--- config.mk ---
export PLATFORM = sky130hd
export DESIGN_NAME = scb_common_regs
export DESIGN_NICKNAME = d
export VERILOG_FILES = /design/src/design/scb_pkg.sv /design/src/design/scb_common_regs.sv
export SDC_FILE = /design/constraint.sdc
export NUM_CORES = 1
export LEC_CHECK = 0
export BUFFER_PORTS_ARGS = -buffer_cell sky130_fd_sc_hd__buf_2
export CORE_AREA = 2 2 201 203
export CTS_BUF_LIST = sky130_fd_sc_hd__clkbuf_2 sky130_fd_sc_hd__clkbuf_4 sky130_fd_sc_hd__clkbuf_8
export DETAILED_ROUTE_END_ITERATION = 10
export DIE_AREA = 0 0 203 205
export MAX_ROUTING_LAYER = met4
export PLACE_DENSITY = 0.49
export SYNTH_ARGS = -nofsm -noshare
export SYNTH_HDL_FRONTEND = slang
export SYNTH_SLANG_ARGS = --single-unit
--- constraint.sdc ---
create_clock -name i_ref_clk -period 2.62 [get_ports i_ref_clk]
set_clock_uncertainty 0.05 [all_clocks]
set_input_delay 0.131 -clock i_ref_clk [delete_from_list [all_inputs] [get_ports i_ref_clk]]
set_output_delay 0.131 -clock i_ref_clk [all_outputs]
set_load 0.02 [all_outputs]
--- src/design/scb_pkg.sv ---
// Package of constants and types for the shared common block registers.
`default_nettype none
package scb_pkg;
	// ----------------------------------------------------------------
	// Widths and register numbers
	// ----------------------------------------------------------------
	localparam int unsigned DATA_W = 16;
	localparam int unsigned STAGE_W = 4;
	localparam int unsigned STAGE_COUNT = 4;
	localparam int unsigned SPARE_COUNT = 7;
	localparam logic [3:0] REG_BUSY_ACTIVE = 4'h2;
	localparam logic [3:0] REG_TICK = 4'h3;
	localparam logic [3:0] REG_TABLE_LOCK = 4'h4;
	localparam logic [3:0] REG_FAULT_ADDR = 4'h5;
	localparam logic [3:0] REG_CONTROL = 4'h6;
	localparam logic [3:0] REG_PRIVILEGE = 4'h7;
	localparam logic [3:0] REG_CROSS = 4'h8;
	localparam logic [3:0] REG_SPARE_FIRST = 4'h9;
	localparam logic [3:0] REG_SPARE_LAST = 4'hf;
	// ----------------------------------------------------------------
	// Reset values, timing points and fields
	// ----------------------------------------------------------------
	localparam logic [15:0] RESET_WORD = 16'h0000;
	localparam logic [3:0] STAGE_FULL = 4'hf;
	localparam logic [2:0] E_TICK_APPLY = 3'h7;
	localparam logic [2:0] EXEC_PROC = 3'h4;
	localparam int unsigned BUSY_HI = 15;
	localparam int unsigned BUSY_LO = 8;
	localparam int unsigned ACTIVE_HI = 7;
	localparam int unsigned ACTIVE_LO = 0;
	localparam int unsigned CCE_HI = 7;
	localparam int unsigned CCE_LO = 0;
	localparam int unsigned PRIV_HI = 7;
	localparam int unsigned PRIV_LO = 0;
	localparam int unsigned CROSS_PROC_HI = 7;
	localparam int unsigned CROSS_PROC_LO = 5;
	localparam int unsigned CROSS_REG_HI = 4;
	localparam int unsigned CROSS_REG_LO = 0;
	// ----------------------------------------------------------------
	// Types
	// ----------------------------------------------------------------
	typedef enum logic [1:0] {
		SCB_OP_WRITE = 2'h0,
		SCB_OP_TEST_SET = 2'h1,
		SCB_OP_CLEAR_LOCK = 2'h2,
		SCB_OP_SET_RESET_CTRL = 2'h3
	} scb_op_t;
	typedef struct packed {
		logic valid;
		logic [3:0] sel;
		scb_op_t op;
		logic [2:0] proc;
		logic [15:0] data;
	} scb_write_t;
endpackage
`default_nettype wire

--- src/design/scb_common_regs.sv ---
// Shared common block registers reached by all eight processors.
// Bit numbering: documented bit n is vector bit 15-n.
`default_nettype none

// --------------------------------------------------------------------
// One binary stage of the tick counter
// --------------------------------------------------------------------
module scb_tick_stage (
	input wire logic i_ref_clk,
	input wire logic i_reset,
	input wire logic i_inc,
	output logic [3:0] o_q,
	output logic o_carry
);
	logic [3:0] q_reg;
	logic [3:0] q_next;

	assign q_next = i_inc ? q_reg + 4'h1 : q_reg;
	assign o_carry = i_inc && (q_reg == scb_pkg::STAGE_FULL);
	assign o_q = q_reg;

	always_ff @(posedge i_ref_clk) begin
		if (i_reset) begin
			q_reg <= 4'h0;
		end else begin
			q_reg <= q_next;
		end
	end
endmodule // scb_tick_stage

// --------------------------------------------------------------------
// Top of the common block
// --------------------------------------------------------------------
module scb_common_regs (
	// Clock and reset
	input wire logic i_ref_clk,
	input wire logic i_reset,
	// Write from the ALU fan-out
	input wire scb_pkg::scb_write_t i_write,
	// Read select
	input wire logic [3:0] i_read_sel,
	// Minor cycle timing
	input wire logic [2:0] i_minor_cycle,
	input wire logic i_e150,
	// Tick and fault capture
	input wire logic i_tick_pulse_async_n,
	input wire logic i_parity_capture_strobe_n,
	input wire logic [15:0] i_storage_addr,
	// Invoke target selection
	input wire logic i_invoke_micro_op,
	input wire logic [2:0] i_priority_proc,
	// Read and test-and-set answers
	output logic [15:0] o_read_data,
	output logic o_tas_done,
	output logic o_tas_prior,
	// Target of the current access
	output logic [2:0] o_target_proc,
	output logic [4:0] o_target_reg,
	// Per-processor controls
	output logic [7:0] o_privilege_bits,
	output logic [7:0] o_consecutive_cycle_enable
);
	// ----------------------------------------------------------------
	// Storage
	// ----------------------------------------------------------------
	logic [15:0] busy_active_reg;
	logic [15:0] table_lock_reg;
	logic [15:0] fault_addr_reg;
	logic [15:0] control_reg;
	logic [15:0] privilege_reg;
	logic [15:0] cross_reg;
	logic [15:0] spare_reg [scb_pkg::SPARE_COUNT];
	logic [15:0] read_data_reg;
	logic tas_done_reg;
	logic tas_prior_reg;
	logic [2:0] target_proc_reg;
	logic [4:0] target_reg_reg;
	logic tick_catch_reg;
	logic tick_sync_reg;
	logic tick_seen_reg;
	logic tick_pend_reg;

	// ----------------------------------------------------------------
	// Write decode
	// ----------------------------------------------------------------
	wire wr_v = i_write.valid;
	wire wr_plain = wr_v && (i_write.op == scb_pkg::SCB_OP_WRITE);
	wire wr_busy = wr_plain && (i_write.sel == scb_pkg::REG_BUSY_ACTIVE);
	wire wr_cross = wr_plain && (i_write.sel == scb_pkg::REG_CROSS);
	wire wr_priv = wr_plain && (i_write.sel == scb_pkg::REG_PRIVILEGE)
		&& (i_write.proc == scb_pkg::EXEC_PROC);
	wire wr_tas = wr_v && (i_write.op == scb_pkg::SCB_OP_TEST_SET)
		&& (i_write.sel == scb_pkg::REG_TABLE_LOCK);
	wire wr_clr = wr_v && (i_write.op == scb_pkg::SCB_OP_CLEAR_LOCK)
		&& (i_write.sel == scb_pkg::REG_TABLE_LOCK);
	wire wr_ctrl = wr_v && (i_write.op == scb_pkg::SCB_OP_SET_RESET_CTRL)
		&& (i_write.sel == scb_pkg::REG_CONTROL);
	wire wr_spare = wr_plain && (i_write.sel >= scb_pkg::REG_SPARE_FIRST);
	wire [3:0] spare_idx = i_write.sel - scb_pkg::REG_SPARE_FIRST;
	wire [3:0] rd_spare_idx = i_read_sel - scb_pkg::REG_SPARE_FIRST;

	// ----------------------------------------------------------------
	// Table locks
	// ----------------------------------------------------------------
	wire tas_prior_next = |(table_lock_reg & i_write.data);
	wire [15:0] lock_next = wr_tas ? (table_lock_reg | i_write.data)
		: wr_clr ? (table_lock_reg & ~i_write.data)
		: table_lock_reg;

	// ----------------------------------------------------------------
	// Tick path
	// ----------------------------------------------------------------
	wire tick_rise = tick_sync_reg && !tick_seen_reg && i_e150;
	wire tick_apply = (i_minor_cycle == scb_pkg::E_TICK_APPLY) && i_e150;
	wire tick_gate = tick_pend_reg && tick_apply;
	wire tick_pend_next = tick_rise || (tick_pend_reg && !tick_apply);
	logic [3:0] stage_q [scb_pkg::STAGE_COUNT];
	logic [scb_pkg::STAGE_COUNT:0] stage_inc;
	logic [15:0] tick_value;

	assign stage_inc[0] = tick_gate;
	for (genvar s = 0; s < scb_pkg::STAGE_COUNT; s++) begin : g_stage
		scb_tick_stage u_stage (
			.i_ref_clk(i_ref_clk),
			.i_reset(i_reset),
			.i_inc(stage_inc[s]),
			.o_q(stage_q[s]),
			.o_carry(stage_inc[s+1])
		);
		assign tick_value[s*4 +: 4] = stage_q[s];
	end

	// ----------------------------------------------------------------
	// Read mux and invoke target
	// ----------------------------------------------------------------
	logic [15:0] read_next;
	always_comb begin
		case (i_read_sel)
			scb_pkg::REG_BUSY_ACTIVE: read_next = busy_active_reg;
			scb_pkg::REG_TICK: read_next = tick_value;
			scb_pkg::REG_TABLE_LOCK: read_next = table_lock_reg;
			scb_pkg::REG_FAULT_ADDR: read_next = fault_addr_reg;
			scb_pkg::REG_CONTROL: read_next = control_reg;
			scb_pkg::REG_PRIVILEGE: read_next = privilege_reg;
			scb_pkg::REG_CROSS: read_next = cross_reg;
			4'h0, 4'h1: read_next = scb_pkg::RESET_WORD;
			default: read_next = spare_reg[rd_spare_idx[2:0]];
		endcase
	end
	wire [2:0] target_proc_next = i_invoke_micro_op
		? cross_reg[scb_pkg::CROSS_PROC_HI:scb_pkg::CROSS_PROC_LO]
		: i_priority_proc;
	wire [4:0] target_reg_next =
		cross_reg[scb_pkg::CROSS_REG_HI:scb_pkg::CROSS_REG_LO];

	// ----------------------------------------------------------------
	// Registers
	// ----------------------------------------------------------------
	always_ff @(posedge i_ref_clk) begin
		if (i_reset) begin
			tick_catch_reg <= 1'b0;
			tick_sync_reg <= 1'b0;
			tick_seen_reg <= 1'b0;
			tick_pend_reg <= 1'b0;
		end else begin
			tick_catch_reg <= !i_tick_pulse_async_n;
			if (i_e150) begin
				tick_sync_reg <= tick_catch_reg;
				tick_seen_reg <= tick_sync_reg;
			end
			tick_pend_reg <= tick_pend_next;
		end
	end

	always_ff @(posedge i_ref_clk) begin
		if (i_reset) begin
			busy_active_reg <= scb_pkg::RESET_WORD;
			table_lock_reg <= scb_pkg::RESET_WORD;
			fault_addr_reg <= scb_pkg::RESET_WORD;
			control_reg <= scb_pkg::RESET_WORD;
			privilege_reg <= scb_pkg::RESET_WORD;
			cross_reg <= scb_pkg::RESET_WORD;
		end else begin
			if (wr_busy) busy_active_reg <= i_write.data;
			table_lock_reg <= lock_next;
			if (!i_parity_capture_strobe_n) begin
				fault_addr_reg <= i_storage_addr;
			end
			if (wr_ctrl) control_reg <= i_write.data;
			if (wr_priv) begin
				privilege_reg <= {8'h00, i_write.data[7:0]};
			end
			if (wr_cross) cross_reg <= i_write.data;
		end
	end

	always_ff @(posedge i_ref_clk) begin
		if (i_reset) begin
			for (int i = 0; i < scb_pkg::SPARE_COUNT; i++) begin
				spare_reg[i] <= scb_pkg::RESET_WORD;
			end
		end else if (wr_spare) begin
			spare_reg[spare_idx[2:0]] <= i_write.data;
		end
	end

	always_ff @(posedge i_ref_clk) begin
		if (i_reset) begin
			read_data_reg <= scb_pkg::RESET_WORD;
			tas_done_reg <= 1'b0;
			tas_prior_reg <= 1'b0;
			target_proc_reg <= 3'h0;
			target_reg_reg <= 5'h00;
		end else begin
			read_data_reg <= read_next;
			tas_done_reg <= wr_tas;
			if (wr_tas) tas_prior_reg <= tas_prior_next;
			target_proc_reg <= target_proc_next;
			target_reg_reg <= target_reg_next;
		end
	end

	assign o_read_data = read_data_reg;
	assign o_tas_done = tas_done_reg;
	assign o_tas_prior = tas_prior_reg;
	assign o_target_proc = target_proc_reg;
	assign o_target_reg = target_reg_reg;
	assign o_privilege_bits = privilege_reg[scb_pkg::PRIV_HI:scb_pkg::PRIV_LO];
	assign o_consecutive_cycle_enable =
		control_reg[scb_pkg::CCE_HI:scb_pkg::CCE_LO];
endmodule // scb_common_regs
`default_nettype wire

---- Word-level counts from Yosys, hierarchy flattened ----
Memory sizes are Yosys's and may differ from the RTL's.
Index checks and enable logic that the tools add are counted.
cells by class
  equality and inequality tests ........... 21
  reduce and logical (&&, ||, !) cells .... 30
  $lt $le $gt $ge ......................... 1
  multiplexer cells ....................... 12
  $add $sub $neg .......................... 6
  bitwise gates (word level) .............. 4
operators by type and width
  operator                                                                number
  16-bit case mux with 8 select lines                                     1
  16-bit two-way mux                                                      3
  16-bit AND                                                              2
  16-bit OR reduction                                                     2
  4-bit by 3-bit equality test with 1-bit output (second input constant)  7
  4-bit equality test (second input constant)                             5
  1-bit logical AND                                                       20
  4-bit by 1-bit adder with 4-bit output (second input constant)          4
  16-bit NOT                                                              1
  16-bit OR                                                               1
  4-bit by 2-bit equality test with 1-bit output (second input constant)  3
  3-bit equality test (second input constant)                             2
  1-bit two-way mux                                                       6
  3-bit two-way mux                                                       2
  3-bit by 1-bit subtractor with 3-bit output (second input constant)     2
  2-bit equality test (second input constant)                             2
  4-bit by 1-bit equality test with 1-bit output (second input constant)  1
  4-bit >= comparator (second input constant)                             1
  4-bit logical NOT                                                       1
  1-bit logical NOT                                                       3
  2-bit by 1-bit equality test with 1-bit output (second input constant)  1
  2-bit logical NOT                                                       1
  2-bit nonzero test                                                      1
  2-bit OR reduction                                                      1
  1-bit logical OR                                                        1
storage, ports and cells
  output and inout port bits .............. 42
  register bits ........................... 134
  bits in writable memories ............... 112
  memories kept ........................... 1
  input port bits ......................... 58
memories
  name       words  width  rd ports  clocked after memory_dff  wr ports  line                   RTL
  spare_reg  7      16     1         0                         7         scb_common_regs.sv:72  logic [15:0] spare_reg [scb_pkg::SPARE_COUNT];

---- Logic depth before layout (Yosys ltp) ----
  depth in word-level cells ............... 8
  gate-level depth with buffers ........... 10

---- Cells and area by module ----
Synthesis repeated with hierarchy kept, for this count alone.
second synthesis, totals
  cells, all modules ...................... 1,041
  area, all modules ....................... 11,410.9 µm²
by module, submodules not included
  module           cells an instance  instances  seq. area each (µm²)  area an instance (µm²)
  scb_common_regs  973                1          6,045.8               10,655.2
  scb_tick_stage   17                 4          80.1                  188.9

---- Least setup slack after synthesis ----
Ideal clock, no wire load.
  path kind ............................... input to register
  start point ............................. in i_write[21] in the netlist's numbering
  end point ............................... mem spare_reg[5][0] (enable)
  slack ................................... -0.128 ns
  library setup time ...................... 0.415 ns
  arrival time ............................ 2.283 ns
  path buffers ............................ 1
  stages .................................. 5
  cells stage by stage .................... inv_1 ha_1 clkbuf_1 o21ai_1 o31ai_1
RTL lines
  what                line                   RTL
  start: declaration  scb_common_regs.sv:39  input wire scb_pkg::scb_write_t i_write,
  end: declaration    scb_common_regs.sv:72

---- Final worst setup path ----
  start point ............................. in i_read_sel[0]
  end point ............................... reg read_data_reg[3], in the netlist o_read_data[3]
between the ends
  cells in the longest elaborated chain, start to end .. 3
  elaborated cells on any way between the ends .. 13
RTL lines
  what                                                                       line                    RTL
  start: declaration                                                         scb_common_regs.sv:41   input wire logic [3:0] i_read_sel,
  3-bit by 1-bit subtractor with 3-bit output, or another cell as far along  scb_common_regs.sv:100  wire [3:0] rd_spare_idx = i_read_sel - scb_pkg::REG_SPARE_FIRST;
  memory read 7 x 16 bit or 2-bit OR reduction (tied branches)               n/a
  16-bit case mux with 8 select lines (*)                                    scb_common_regs.sv:138  case (i_read_sel)
  end signal: assignment                                                     scb_common_regs.sv:209  read_data_reg <= scb_pkg::RESET_WORD;
  end signal: assignment                                                     scb_common_regs.sv:215  read_data_reg <= read_next;
  end: declaration                                                           scb_common_regs.sv:73   logic [15:0] read_data_reg;
Every way passes the cells marked *; elsewhere a longest branch is shown, timed or not.
A chain may end at the register's enable or synchronous reset.

==> summary.txt <==
most used cell along the critical path - buf_4
number of gates given a new drive strength after cts - 0
number of cells after detailed placement - 1,635
total clock buffers created by CTS - 46
number of enable flip-flop cells after synthesis - 112
share of cells above drive strength 1 - 22.5%
final worst-path cycle share - 71.1%
DIE AREA - 41,600 um^2
worst reg-to-reg setup slack - 760 ps
average instance area after synthesis - 10.9 um^2
Util after Layout - 35.9%
area of all placed cells without fillers - 14,100 um^2
count of antenna-violating nets left after detailed routing - 0
number of iterations in the first detailed-routing pass - 5
Syn Std Cell Area - 11,700 um^2
dominant combinational cell family by area after synthesis - simple AND/OR/NAND/NOR gates
Leak - 5.54 nW
via count of the first global-routing pass - 8,758
CP Launch Type - primary input
average vias per placed instance - 4.95
H-tree level count - 2
commonest cells in the synthesized netlist - dfxtp_1 (150), nor2_1 (120), edfxtp_1 (112)
count of buffers added by post-CTS timing repair for setup - 0
max-slew violation count - 0
Max FO, Critical Path - 33
synthesized-area fraction occupied by adder cells - 1.39%
cell type with the highest aggregate area in the netlist - edfxtp_1
global routing usage summed across all routing layers - 17.4%
slew at the pin closest to its max-slew limit - 837 ps
area growth from synthesis to final layout - 21.0%
Congestion Overflow GR - 0
critical path's slowest cell - a222oi_1
slack of the critical path - 758 ps
multiplexer share of the synthesized area - 13.6%
hold violation count in the final report - 0
Top FF cell, synth - dfxtp_1
count of buffers from port buffering - 99
number of flip-flops in the largest register - 128
DRC violation total after the first TritonRoute iteration - 640
CP Capture Type - register
synthesized-area fraction occupied by and/or/nand/nor cells - 14.8%
post-synthesis sequential element count - 262
largest cells by area after synthesis - edfxtp_1 (29%), dfxtp_1 (26%), mux2i_1 (6.8%)
unrepaired setup endpoints after global routing - false
Hold Path Stages - 4
final non-filler cell total - 1,760
outcome - finished clean
maximum VDD drop - 303 uV
number of max-cap violations - 0
Overall Power - 9.19 mW
CTS tree - yes
flip-flop and latch area - 6370 um^2
DR vias - 8,717
final critical delay including setup and external delays - 1860 ps
clock latency on the worst-skew pair - 560 ps
cell depth of the worst flop-to-flop path - 5
floorplan die height - 205 um
worst path cell trace - buf_2, buf_4, ha_1, buf_4, a222oi_1, nor2_1, nor3_1, o221ai_1
worst slack, placed - 226 ps
WL per Instance - 20.0 um
Final Hold Slack - 52.6 ps
wire length of the first global-routing pass - 53.9 mm
number of antenna violations at the first check in global routing - 0
Reg-to-Reg End - g_stage[3].u_stage.o_q[3]
most frequent cell after synthesis - dfxtp_1
root buffer cell - clkbuf_8
final estimated routing congestion in global placement - 0.798
Synth async-reset ratio - 0%
cells after synthesis - 1,073
Post-CTS Hold Buffers - 42
CP required - 2960 ps
Power Density - 651 nW/um^2
worst reg2reg path startpoint - g_stage[0].u_stage.o_q[0]
half-perimeter wire length after placement - 24.6 mm
delay contributed by the slowest stage of the critical path - 410 ps
proportion of synthesized chip area in sequential cells - 54.6%
cell row count - 73
class of the tightest hold or removal check - in -> reg
critical path type - in -> reg
net total in the final layout - 1,271
combined area of the multi-input logic cells - 4660 um^2
floorplan core area - 39,400 um^2
area share of the largest cell type after synthesis - 28.8%
syn nets - 1,144
number of sinks driven by the clock tree - 262
total negative slack for setup checks - 0 ps
drt drc - 0
Hold EP - g_stage[0].u_stage.o_q[1]
Initial Utilization - 29.6%
ports placed on the boundary - 100
clock transition at the registers of the reported paths - 60 ps
post-synthesis cell type count - 61
final setup fails - 0
post-synthesis share of cell area spent on xor and xnor gates - 0.740%
synth warn - 0
compound-cell area share of the yosys netlist - 9.19%
arrival time worst endpoint - 2200 ps
count of fill cells added during filler insertion - 3,973
Max Clock Freq - 537 MHz
ANT cells - 0
Routed WL - 35.2 mm
buffer depth of the longest clock path - 3
relative slew slack - 43.9%
x dimension of the die - 203 um
maximum number of pins on one net before global-route repair - 136
start point of the worst hold path - i_minor_cycle[0]
instance area after placement - 12,700 um^2
[power by group]
group          internal (mW)  leakage, nW  switching, mW
Sequential              4.38         2.24         0.0557
Clock                   2.25        0.516           1.69
Combinational          0.314         2.79          0.494
Total                   6.95         5.54           2.24
[routing by layer]
layer	global-route usage, %	vias up	share of wire (%)	routed length (um)
met3	2.64	60	4.4	1540
met1	23.7	4312	48	16800
li1	-	4127	-	-
met5	-	-	0	0
met4	5.53	0	2.5	892
met2	26.9	218	45	16000
[cell type report]
class                   count  share of cell area (%)
inverters                  53                    1.41
multi-input cells         657                    33.0
repair buffers            180                    9.02
clock buffers              72                    6.31
flip-flops and latches    262                    45.1
well taps                 525                    4.65
clock inverters            11                   0.549
[critical path, delay by kind of cell]
family          cells  cell delay [ps]
compound gates      2              620
fa+ha+maj           1              300
buf+inv             3              630
simple gates        2              470
[how the worst max path moves through the flow]
stage                         startpoint                   endpoint  slack, ps
6_report                   i_read_sel[0]             o_read_data[3]        760
5_1_grt        g_stage[0].u_stage.o_q[0]  g_stage[3].u_stage.o_q[3]        600
4_1_cts        g_stage[0].u_stage.o_q[0]  g_stage[3].u_stage.o_q[3]        720
3_5_place_dp               i_read_sel[0]             o_read_data[3]        230
3_3_place_gp               i_read_sel[0]             o_read_data[3]        240
2_1_floorplan                i_write[21]            spare_reg[2][0]        -30
[cell usage in the layout, fill, tap and decap left out, drive strengths merged, types with 9 or more instances in the layout]
cell and count:
dfxtp 150, buf 138, nor2 129, edfxtp 112, mux2i 79, nand2 78
clkbuf 72, inv 53, o21ai 45, dlygate4sd3 42, a21oi 37, nor3 37
nand3 35, mux4 32, nor4 20, nor2b 14, a22o 13, a22oi 13
ha 13, o221ai 12, a221oi 11, clkinv 9
[cells by family after synthesis]
family,count (synthesis)
flops,262
compound gates,160
mux,118
simple gates,357
xor+xnor,9
buf+inv,154
fa+ha+maj,13
Power figures use the tool's default switching activity.
